$ cat src/hdl/link_mode_pkg.sv
// Package with register map, field layout and reset values for the link mode registers
// Behaviour
// - Capability bits 15 and 14 read zero: no 1000BASE-X duplex support; read-only.
// - Capability bits 13 and 12 read one: 1000BASE-T full and half duplex; read-only.
// - Link control 9:8 pick attempts before speed drop: 7,5,4,3; reset 00.
// - Link control 5:4 pick idle error threshold 1e-8..1e-11; reset 10.
// - Link control bit 3 enables link break on threshold; reset clear.
// - Link control bit 2 set disables automatic power optimization.
// - Writing 1 to link control bit 0 issues synchronous logic reset; registers untouched.
// - Mode bit 15 selects normal or short energy detect.
// - Mode bit 14 set enables 10BASE-T fast test mode.
// - Mode bit 13 enables energy detect power-down.
// - Mode bit 12 selects power-down with or without link pulses.
// - Mode bit 7 enables the speed optimizer.
// - Mode bit 6 allows next-page exchange; resets to 1.
// - Mode bit 5 set disables automatic crossover.
package link_mode_pkg;
  localparam int ADDR_W = 5;
  localparam int DATA_W = 16;
  // Register indices
  localparam logic [4:0] IDX_CAPABILITY = 5'h0f;
  localparam logic [4:0] IDX_LINK_TUNING = 5'h10;
  localparam logic [4:0] IDX_FE_MODE = 5'h11;
  // Capability value
  localparam logic [15:0] CAPABILITY_VALUE = 16'h3000;
  // Link tuning field positions
  localparam int LT_ATTEMPT_HI = 9;
  localparam int LT_ATTEMPT_LO = 8;
  localparam int LT_THRESH_HI = 5;
  localparam int LT_THRESH_LO = 4;
  localparam int LT_BREAK_EN = 3;
  localparam int LT_POWER_OPT_OFF = 2;
  localparam int LT_LOGIC_RESET = 0;
  // Mode control field positions
  localparam int FM_ED_SHORT = 15;
  localparam int FM_TEN_FAST = 14;
  localparam int FM_ED_PD_EN = 13;
  localparam int FM_PD_PULSE = 12;
  localparam int FM_SPEED_OPT_EN = 7;
  localparam int FM_NEXT_PAGE = 6;
  localparam int FM_XOVER_OFF = 5;
  // Reset values
  localparam logic [1:0] ATTEMPT_RESET = 2'h0;
  localparam logic [1:0] THRESH_RESET = 2'h2;
  localparam logic NEXT_PAGE_RESET = 1'b1;
  // Attempt count per code
  localparam logic [3:0] ATTEMPTS_00 = 4'h7;
  localparam logic [3:0] ATTEMPTS_01 = 4'h5;
  localparam logic [3:0] ATTEMPTS_10 = 4'h4;
  localparam logic [3:0] ATTEMPTS_11 = 4'h3;
  typedef enum logic [1:0] {THRESH_E8, THRESH_E9, THRESH_E10, THRESH_E11} threshold_t;
endpackage : link_mode_pkg

$ cat src/hdl/link_mode_if.sv
// Interface carrying mode codes from the register bank to the control decoder and decoded settings back
interface link_mode_if;
  logic [1:0] attempt_code;
  logic [1:0] threshold_code;
  logic break_enable;
  logic [3:0] attempts;
  logic break_armed;
  modport regs (output attempt_code, output threshold_code, output break_enable,
                input attempts, input break_armed);
  modport decode (input attempt_code, input threshold_code, input break_enable,
                  output attempts, output break_armed);
endinterface : link_mode_if

$ cat src/hdl/link_mode_decode.sv
// Decoder turning link tuning codes into attempt count and armed link-break flag
module link_mode_decode
  import link_mode_pkg::*;
(
  link_mode_if.decode mode
);
  always_comb
  begin
    unique case (mode.attempt_code)
      2'b00: mode.attempts = ATTEMPTS_00;
      2'b01: mode.attempts = ATTEMPTS_01;
      2'b10: mode.attempts = ATTEMPTS_10;
      2'b11: mode.attempts = ATTEMPTS_11;
    endcase
  end
  // Threshold only matters while breaking is enabled
  assign mode.break_armed = mode.break_enable;
endmodule : link_mode_decode

$ cat src/hdl/phy_link_mode_registers.sv
// Register bank for gigabit capability, link tuning and fast ethernet mode control
//
// The strobed register port was chosen for this implementation.
module phy_link_mode_registers
  import link_mode_pkg::*;
(
  // Clock, reset, enable
  input wire logic clock,
  input wire logic reset_n,
  input wire logic clock_en,
  // Register port
  input wire logic [link_mode_pkg::ADDR_W-1:0] reg_addr,
  input wire logic [link_mode_pkg::DATA_W-1:0] reg_wdata,
  input wire logic reg_write,
  input wire logic reg_read,
  output logic [link_mode_pkg::DATA_W-1:0] reg_rdata,
  // Link tuning outputs
  output logic [3:0] speed_attempts,
  output link_mode_pkg::threshold_t idle_threshold,
  output logic link_break_armed,
  output logic power_opt_disable,
  output logic logic_reset_trigger,
  // Mode control outputs
  output logic energy_detect_short_mode,
  output logic ten_base_fast_mode,
  output logic energy_detect_powerdown_enable,
  output logic powerdown_pulse_select,
  output logic speed_opt_enable,
  output logic next_page_allow,
  output logic crossover_auto_off
);
  import link_mode_pkg::*;

  logic [1:0] attempt_reg;
  logic [1:0] thresh_reg;
  logic break_en_reg;
  logic logic_reset_trigger_reg;
  logic wr_lt;
  logic wr_fm;
  logic [DATA_W-1:0] lt_view;
  logic [DATA_W-1:0] fm_view;
  logic [DATA_W-1:0] rdata_next;

  link_mode_if mode_bus ();

  assign wr_lt = reg_write && (reg_addr == IDX_LINK_TUNING);
  assign wr_fm = reg_write && (reg_addr == IDX_FE_MODE);
  assign mode_bus.attempt_code = attempt_reg;
  assign mode_bus.threshold_code = thresh_reg;
  assign mode_bus.break_enable = break_en_reg;

  link_mode_decode u_decode (
    .mode(mode_bus.decode)
  );

  // Link tuning fields
  always_ff @(posedge clock or negedge reset_n)
  begin
    if (!reset_n)
    begin
      attempt_reg <= ATTEMPT_RESET;
      thresh_reg <= THRESH_RESET;
      break_en_reg <= 1'b0;
      power_opt_disable <= 1'b0;
    end
    else if (clock_en && wr_lt)
    begin
      attempt_reg <= reg_wdata[LT_ATTEMPT_HI:LT_ATTEMPT_LO];
      thresh_reg <= reg_wdata[LT_THRESH_HI:LT_THRESH_LO];
      break_en_reg <= reg_wdata[LT_BREAK_EN];
      power_opt_disable <= reg_wdata[LT_POWER_OPT_OFF];
    end
  end

  // Logic reset: a write of one fires a one-cycle pulse; the bit is not self-clearing
  // in the register sense since it holds no readable state; writes made while clock_en is low are dropped.
  always_ff @(posedge clock or negedge reset_n)
  begin
    if (!reset_n)
      logic_reset_trigger_reg <= 1'b0;
    else if (clock_en)
      logic_reset_trigger_reg <= wr_lt && reg_wdata[LT_LOGIC_RESET];
  end

  always_ff @(posedge clock or negedge reset_n)
  begin
    if (!reset_n)
      logic_reset_trigger <= 1'b0;
    else if (clock_en)
      logic_reset_trigger <= logic_reset_trigger_reg;
  end

  // Mode control fields
  always_ff @(posedge clock or negedge reset_n)
  begin
    if (!reset_n)
    begin
      energy_detect_short_mode <= 1'b0;
      ten_base_fast_mode <= 1'b0;
      energy_detect_powerdown_enable <= 1'b0;
      powerdown_pulse_select <= 1'b0;
      speed_opt_enable <= 1'b0;
      next_page_allow <= NEXT_PAGE_RESET;
      crossover_auto_off <= 1'b0;
    end
    else if (clock_en && wr_fm)
    begin
      energy_detect_short_mode <= reg_wdata[FM_ED_SHORT];
      ten_base_fast_mode <= reg_wdata[FM_TEN_FAST];
      energy_detect_powerdown_enable <= reg_wdata[FM_ED_PD_EN];
      powerdown_pulse_select <= reg_wdata[FM_PD_PULSE];
      speed_opt_enable <= reg_wdata[FM_SPEED_OPT_EN];
      next_page_allow <= reg_wdata[FM_NEXT_PAGE];
      crossover_auto_off <= reg_wdata[FM_XOVER_OFF];
    end
  end

  // Decoded link settings registered so every output leaves a flip-flop
  always_ff @(posedge clock or negedge reset_n)
  begin
    if (!reset_n)
    begin
      speed_attempts <= ATTEMPTS_00;
      idle_threshold <= threshold_t'(THRESH_RESET);
      link_break_armed <= 1'b0;
    end
    else if (clock_en)
    begin
      speed_attempts <= mode_bus.attempts;
      idle_threshold <= threshold_t'(thresh_reg);
      link_break_armed <= mode_bus.break_armed;
    end
  end

  // Read views; reserved and logic reset positions read zero
  always_comb
  begin
    lt_view = '0;
    lt_view[LT_ATTEMPT_HI:LT_ATTEMPT_LO] = attempt_reg;
    lt_view[LT_THRESH_HI:LT_THRESH_LO] = thresh_reg;
    lt_view[LT_BREAK_EN] = break_en_reg;
    lt_view[LT_POWER_OPT_OFF] = power_opt_disable;
    fm_view = '0;
    fm_view[FM_ED_SHORT] = energy_detect_short_mode;
    fm_view[FM_TEN_FAST] = ten_base_fast_mode;
    fm_view[FM_ED_PD_EN] = energy_detect_powerdown_enable;
    fm_view[FM_PD_PULSE] = powerdown_pulse_select;
    fm_view[FM_SPEED_OPT_EN] = speed_opt_enable;
    fm_view[FM_NEXT_PAGE] = next_page_allow;
    fm_view[FM_XOVER_OFF] = crossover_auto_off;
  end

  always_comb
  begin
    rdata_next = '0;
    if (reg_read)
    begin
      if (reg_addr == IDX_CAPABILITY)
        rdata_next = CAPABILITY_VALUE;
      else if (reg_addr == IDX_LINK_TUNING)
        rdata_next = lt_view;
      else if (reg_addr == IDX_FE_MODE)
        rdata_next = fm_view;
    end
  end

  // Read data valid only in the cycle after the strobe, zero on other enabled cycles, held while clock_en is low
  always_ff @(posedge clock or negedge reset_n)
  begin
    if (!reset_n)
      reg_rdata <= '0;
    else if (clock_en)
      reg_rdata <= rdata_next;
  end
endmodule : phy_link_mode_registers

$ cat config.mk
export PLATFORM = sky130hd
export DESIGN_NAME = phy_link_mode_registers
export DESIGN_NICKNAME = d
export VERILOG_FILES = /design/src/hdl/link_mode_pkg.sv /design/src/hdl/link_mode_if.sv /design/src/hdl/link_mode_decode.sv /design/src/hdl/phy_link_mode_registers.sv
export SDC_FILE = /design/constraint.sdc
export NUM_CORES = 1
export LEC_CHECK = 0
export BUFFER_PORTS_ARGS = -buffer_cell sky130_fd_sc_hd__buf_2
export CORE_MARGIN = 5
export CORE_UTILIZATION = 40
export DETAILED_ROUTE_END_ITERATION = 8
export GPL_ROUTABILITY_DRIVEN = 0
export HOLD_SLACK_MARGIN = 0.08
export PLACE_DENSITY = 0.77
export SYNTH_ARGS = -nofsm -noshare
export SYNTH_HDL_FRONTEND = slang
export SYNTH_SLANG_ARGS = --single-unit
$ cat constraint.sdc
create_clock -name clock -period 0.9 [get_ports clock]
set_input_delay 0 -clock clock [delete_from_list [all_inputs] [get_ports clock]]
set_output_delay 0 -clock clock [all_outputs]
set_load 0.02 [all_outputs]
Word-level counts from Yosys, hierarchy flattened
Cells that the tools add are included.
{ "classes": {"reduce_logical": 6, "eq_ne": 6, "muxes": 5} }
{ "ops": {"columns": ["op", "n"], "rows": [
  ["16-bit two-way mux", 4],
  ["4-bit case mux with 4 select lines", 1],
  ["5-bit equality test, second input constant", 2],
  ["5-bit by 4-bit equality test with 1-bit output, second input constant", 1],
  ["1-bit logical AND", 5],
  ["2-bit equality test, second input constant", 2],
  ["2-bit by 1-bit equality test with 1-bit output, second input constant", 1],
  ["2-bit logical NOT", 1]
]} }
{ "word_totals": {"out_inout_bits": 32, "elab_cells": 34, "reg_bits": 38} }

Depth between registers and ports, before layout
{ "depth": {"depth_word": 5, "ltp_mapped": 4} }

By module
Synthesis repeated with hierarchy kept, for this count alone.
{ "hier_totals": {"hier_cells": 122, "hier_area_um2": 1547.7} }
{ "by_module_without_submodules": {"columns": ["mod", "area_each_um2", "instances", "cells_each"], "rows": [
  ["phy_link_mode_registers", 1492.7, 1, 114],
  ["link_mode_decode", 55.1, 1, 8]
]} }

Least setup slack after synthesis
OpenSTA, ideal clock, no wires.
{ "synth_timing": {"path_type": "input -> register", "from": "input reg_addr[3] in the netlist's numbering", "to": "register attempt_reg[0]", "arrival_time_ns": 1.148, "path_buffers": 1, "t_required_ns": 0.775, "path_stages": 4, "setup_slack_ns": -0.373, "cell_sequence": "nor4b_4 and4b_1 buf_4 mux2_2"} }
{ "synth_via": {"elab_chain_cells": 3} }
{ "synth_lines": {"columns": ["item", "line", "source"], "rows": [
  ["start: declaration", "phy_link_mode_registers.sv:12", "input wire logic [link_mode_pkg::ADDR_W-1:0] reg_addr,"],
  ["5-bit equality test", "phy_link_mode_registers.sv:46", "assign wr_lt = reg_write && (reg_addr == IDX_LINK_TUNING);"],
  ["1-bit logical AND", "phy_link_mode_registers.sv:46", null],
  ["1-bit logical AND", "phy_link_mode_registers.sv:66", "else if (clock_en && wr_lt)"],
  ["end signal: assignment", "phy_link_mode_registers.sv:68", "attempt_reg <= reg_wdata[LT_ATTEMPT_HI:LT_ATTEMPT_LO];"],
  ["end: declaration", "phy_link_mode_registers.sv:34", "logic [1:0] attempt_reg;"]
]} }
Every way passes these cells.
A chain may end at the register's enable or synchronous reset.

Final worst setup path
{ "layout_timing": {"from": "register speed_attempts[1]", "to": "output speed_attempts[1]"} }
{ "layout_lines": {"columns": ["item", "line", "source"], "rows": [
  ["start: declaration", "phy_link_mode_registers.sv:18", "output logic [3:0] speed_attempts,"],
  ["start signal: assignment", "phy_link_mode_registers.sv:129", "speed_attempts <= mode_bus.attempts;"]
]} }
No word-level cell between the ends.

==> flow_summary_export.csv <==
group,metric,value,unit
grt,antenna_found_initial,0,
route,drt_iter0_markers,30,
grt,grt_max_degree,22,
clocking,clk_pin_slew,0.10,ns
critical_path,worstPathRequired,0.90,ns
critical_path,cp_slowest_cell,"dfstp_2",
floorplanning,die_h,69.6,um
critical_path,startpoint,"speed_attempts[1]",
clocking,cts_sinks,33,
timing,fin_skew,0.0112,ns
hold_path,min_path_type,"input pin to async pin",
timing,setup_viol,13,
clocking,clock_path_buffers,2,
floorplanning,ios,58,
final_layout,num_antenna_cells,0,
placed_design,dpl.hpwl,2500,um
critical_path,critPathArrivalTime,1.01,ns
yosys,synthCells,108,
critical_path,crit_path_start_kind,"flip-flop",
yosys,synth_xor_area_frac,0,
yosys,synthesis.area,0.00142,mm2
final_layout,final_cells,246,
yosys,syn_avg_cell_area,13.1,um2
run_status,violations,"setup timing",
yosys,yosysSeqAreaShare,0.587,
pwr,ir_drop,0.00108,V
grt,grt_pass1_wl,5870,um
final_layout,area_growth,64.5,%
yosys,synthMuxAreaShare,0.149,
timing,post-route-period-util,1.13,
clocking,clockRootBuffer,"clkbuf_4",
final_layout,fin_nets,227,
yosys,synth-compound-area-share,0.0979,
placed_design,dp_cells,210,
final_layout,n_fill_cell,250,
route,via_per_inst,4.84,
route,ant_nets,0,
timing,rsz0062_at_grt,"true",
critical_path,timing.rr.start,"attempt_reg[0]",
critical_path,r2r_cells,3,
critical_path,reg2reg_to,"speed_attempts[1]",
final_layout,final_common_cell,"buf_6",
route,dr.pass1.iters,4,
floorplanning,rows,21,
timing,final_hold_viol_count,0,
clocking,htreeDepth,2,
route,vias,1191,
yosys,yosys.area_share.simple,0.0891,
route,routedWlPerCell,14.6,um
timing,setup_slack,-0.114,ns
floorplanning,dieArea,0.00484,mm2
timing,slew_viol_final,0,
run_status,status,"finished with violations",
critical_path,r2r_slack,-0.10,ns
pwr,p_leak,1.15,nW
critical_path,crit_buf_inv,1,
floorplanning,core_area,0.00339,mm2
floorplanning,die_x,69.6,um
final_layout,final_core_util,0.688,
yosys,yosysWarnings,0,
grt,overflow,0,
timing,whs,0.0821,ns
grt,grt_pass1_vias,1312,
yosys,yosysUniqueCellTypes,23,
critical_path,crit_type,"flip-flop to output pin",
final_layout,top_register,"reg_rdata",
grt,track_usage,0.156,
critical_path,worstPathCellList,"buf_6",
critical_path,critPathMaxFanout,2,
yosys,ys_seq_elements,33,
final_layout,drive_gt1_frac,0.560,
critical_path,endpoint_kind,"output pin",
final_layout,reg.largest.list,"reg_rdata: 12 flops, speed_attempts: 3 flops",
clocking,cts_tree,"done",
pwr,p_per_area,1480,mW/mm2
critical_path,cp_top_family,"flip-flops",
critical_path,cpPeakStageDelay,0.57,ns
timing,fin_crit,1.01,ns
final_layout,layout_common_cells,"29 x buf_6, 26 x dfrtp_1, 25 x buf_4",
clocking,clock_latency,0.33,ns
clocking,cts_buffers,5,
route,routed_wl,3580,um
placed_design,io_buffers,49,
final_layout,largest_register_ffs,12,
yosys,synth_top_family_by_area,"multiplexers",
placed_design,placed_cell_area,0.00182,mm2
timing,fmax,0.987,GHz
timing,finalSetupTns,-0.699,ns
floorplanning,initial_core_util,0.419,
route,route.detailed.drc,0,
flow_run,drv_cap,0,
final_layout,final_cell_area,0.00233,mm2
yosys,synthAdderAreaFrac,0.0176,
[per-layer routing]
layer / vias up / wire [um] / track usage
met1: 574 / 1360 / 0.163
li1: 565 / - / -
met2: 45 / 1910 / 0.282
met5: - / 0 / 0
met4: 0 / 72 / 0.0651
met3: 7 / 237 / 0.0565
[power by group]
| group | total, mW | internal, mW | switching (mW) |
|---|---|---|---|
| Sequential | 1.74 | 1.64 | 0.105 |
| Combinational | 0.855 | 0.481 | 0.374 |
| Clock | 0.851 | 0.385 | 0.466 |
| Total | 3.45 | 2.51 | 0.945 |
[worst reg2reg max path, delay by kind of cell, from the launching register on]
kind	cells	cell delay [ns]
adder cells (fa/ha/maj)	1	0.28
buffers and inverters	1	0.05
flip-flops	1	0.36
multiplexers	1	0.26
[synth_stat cells]
cell type,instances,share of area
mux2i_1,2,0.014
buf_4,6,0.032
nor4b_4,1,0.017
clkbuf_2,1,0.0035
nand4_1,5,0.022
dfstp_2,6,0.11
and4b_1,1,0.0071
o21ai_0,5,0.018
o2bb2ai_1,10,0.062
nand2_1,7,0.019
conb_1,1,0.0026
nand4_2,1,0.0088
inv_1,4,0.011
mux2_2,17,0.13
o21a_1,1,0.0053
ha_1,2,0.018
nand3b_1,1,0.0053
dfrtp_1,27,0.48
a21oi_1,2,0.0071
nand3_1,3,0.011
a22o_1,1,0.0062
clkbuf_1,3,0.0079
buf_1,1,0.0026
[logic make-up after synthesis]
logic type / count (synthesis)
buf+inv: 15
compound gates: 19
other cells: 1
flops: 33
simple gates: 19
fa+ha+maj: 2
mux: 19
[area by class of cell]
type                       count  area (um2)  share of cell area
clock buffer                   8        58.8              0.0252
inverter                       4        15.0             0.00643
multi-input combinational     64         578               0.248
sequential                    33         835               0.358
tap                           46        57.6              0.0247
timing repair buffer          91         790               0.338
[per-stage QoR]
stage / setup slack, ns / total power [mW]
2_1_floorplan: -0.367 / 2.11
3_3_place_gp: -0.347 / 2.35
3_5_place_dp: -0.395 / 2.37
4_1_cts: -0.109 / 3.43
5_1_grt: -0.151 / 3.60
6_report: -0.114 / 3.45
[repair_timing]
item                                   in CTS  in global routing
pin swaps                                   4                  5
gates resized for setup                    44                 21
hold buffers                               15                  0
gates cloned                                0                  0
setup buffers                               7                  6
setup endpoints to repair                  35                 42
endpoints found under the hold margin      54                  0
[worst max-delay path by stage]
stage	endpoint	slack (ns)	cells past startpoint
after floorplan	attempt_reg[0]	-0.37	4
after global placement	mode_bus.threshold_code[0]	-0.35	5
after detailed placement	ten_base_fast_mode	-0.40	5
after CTS	speed_attempts[1]	-0.11	1
after global routing	speed_attempts[1]	-0.15	1
final	speed_attempts[1]	-0.11	1
Power figures use the tool's default switching activity.
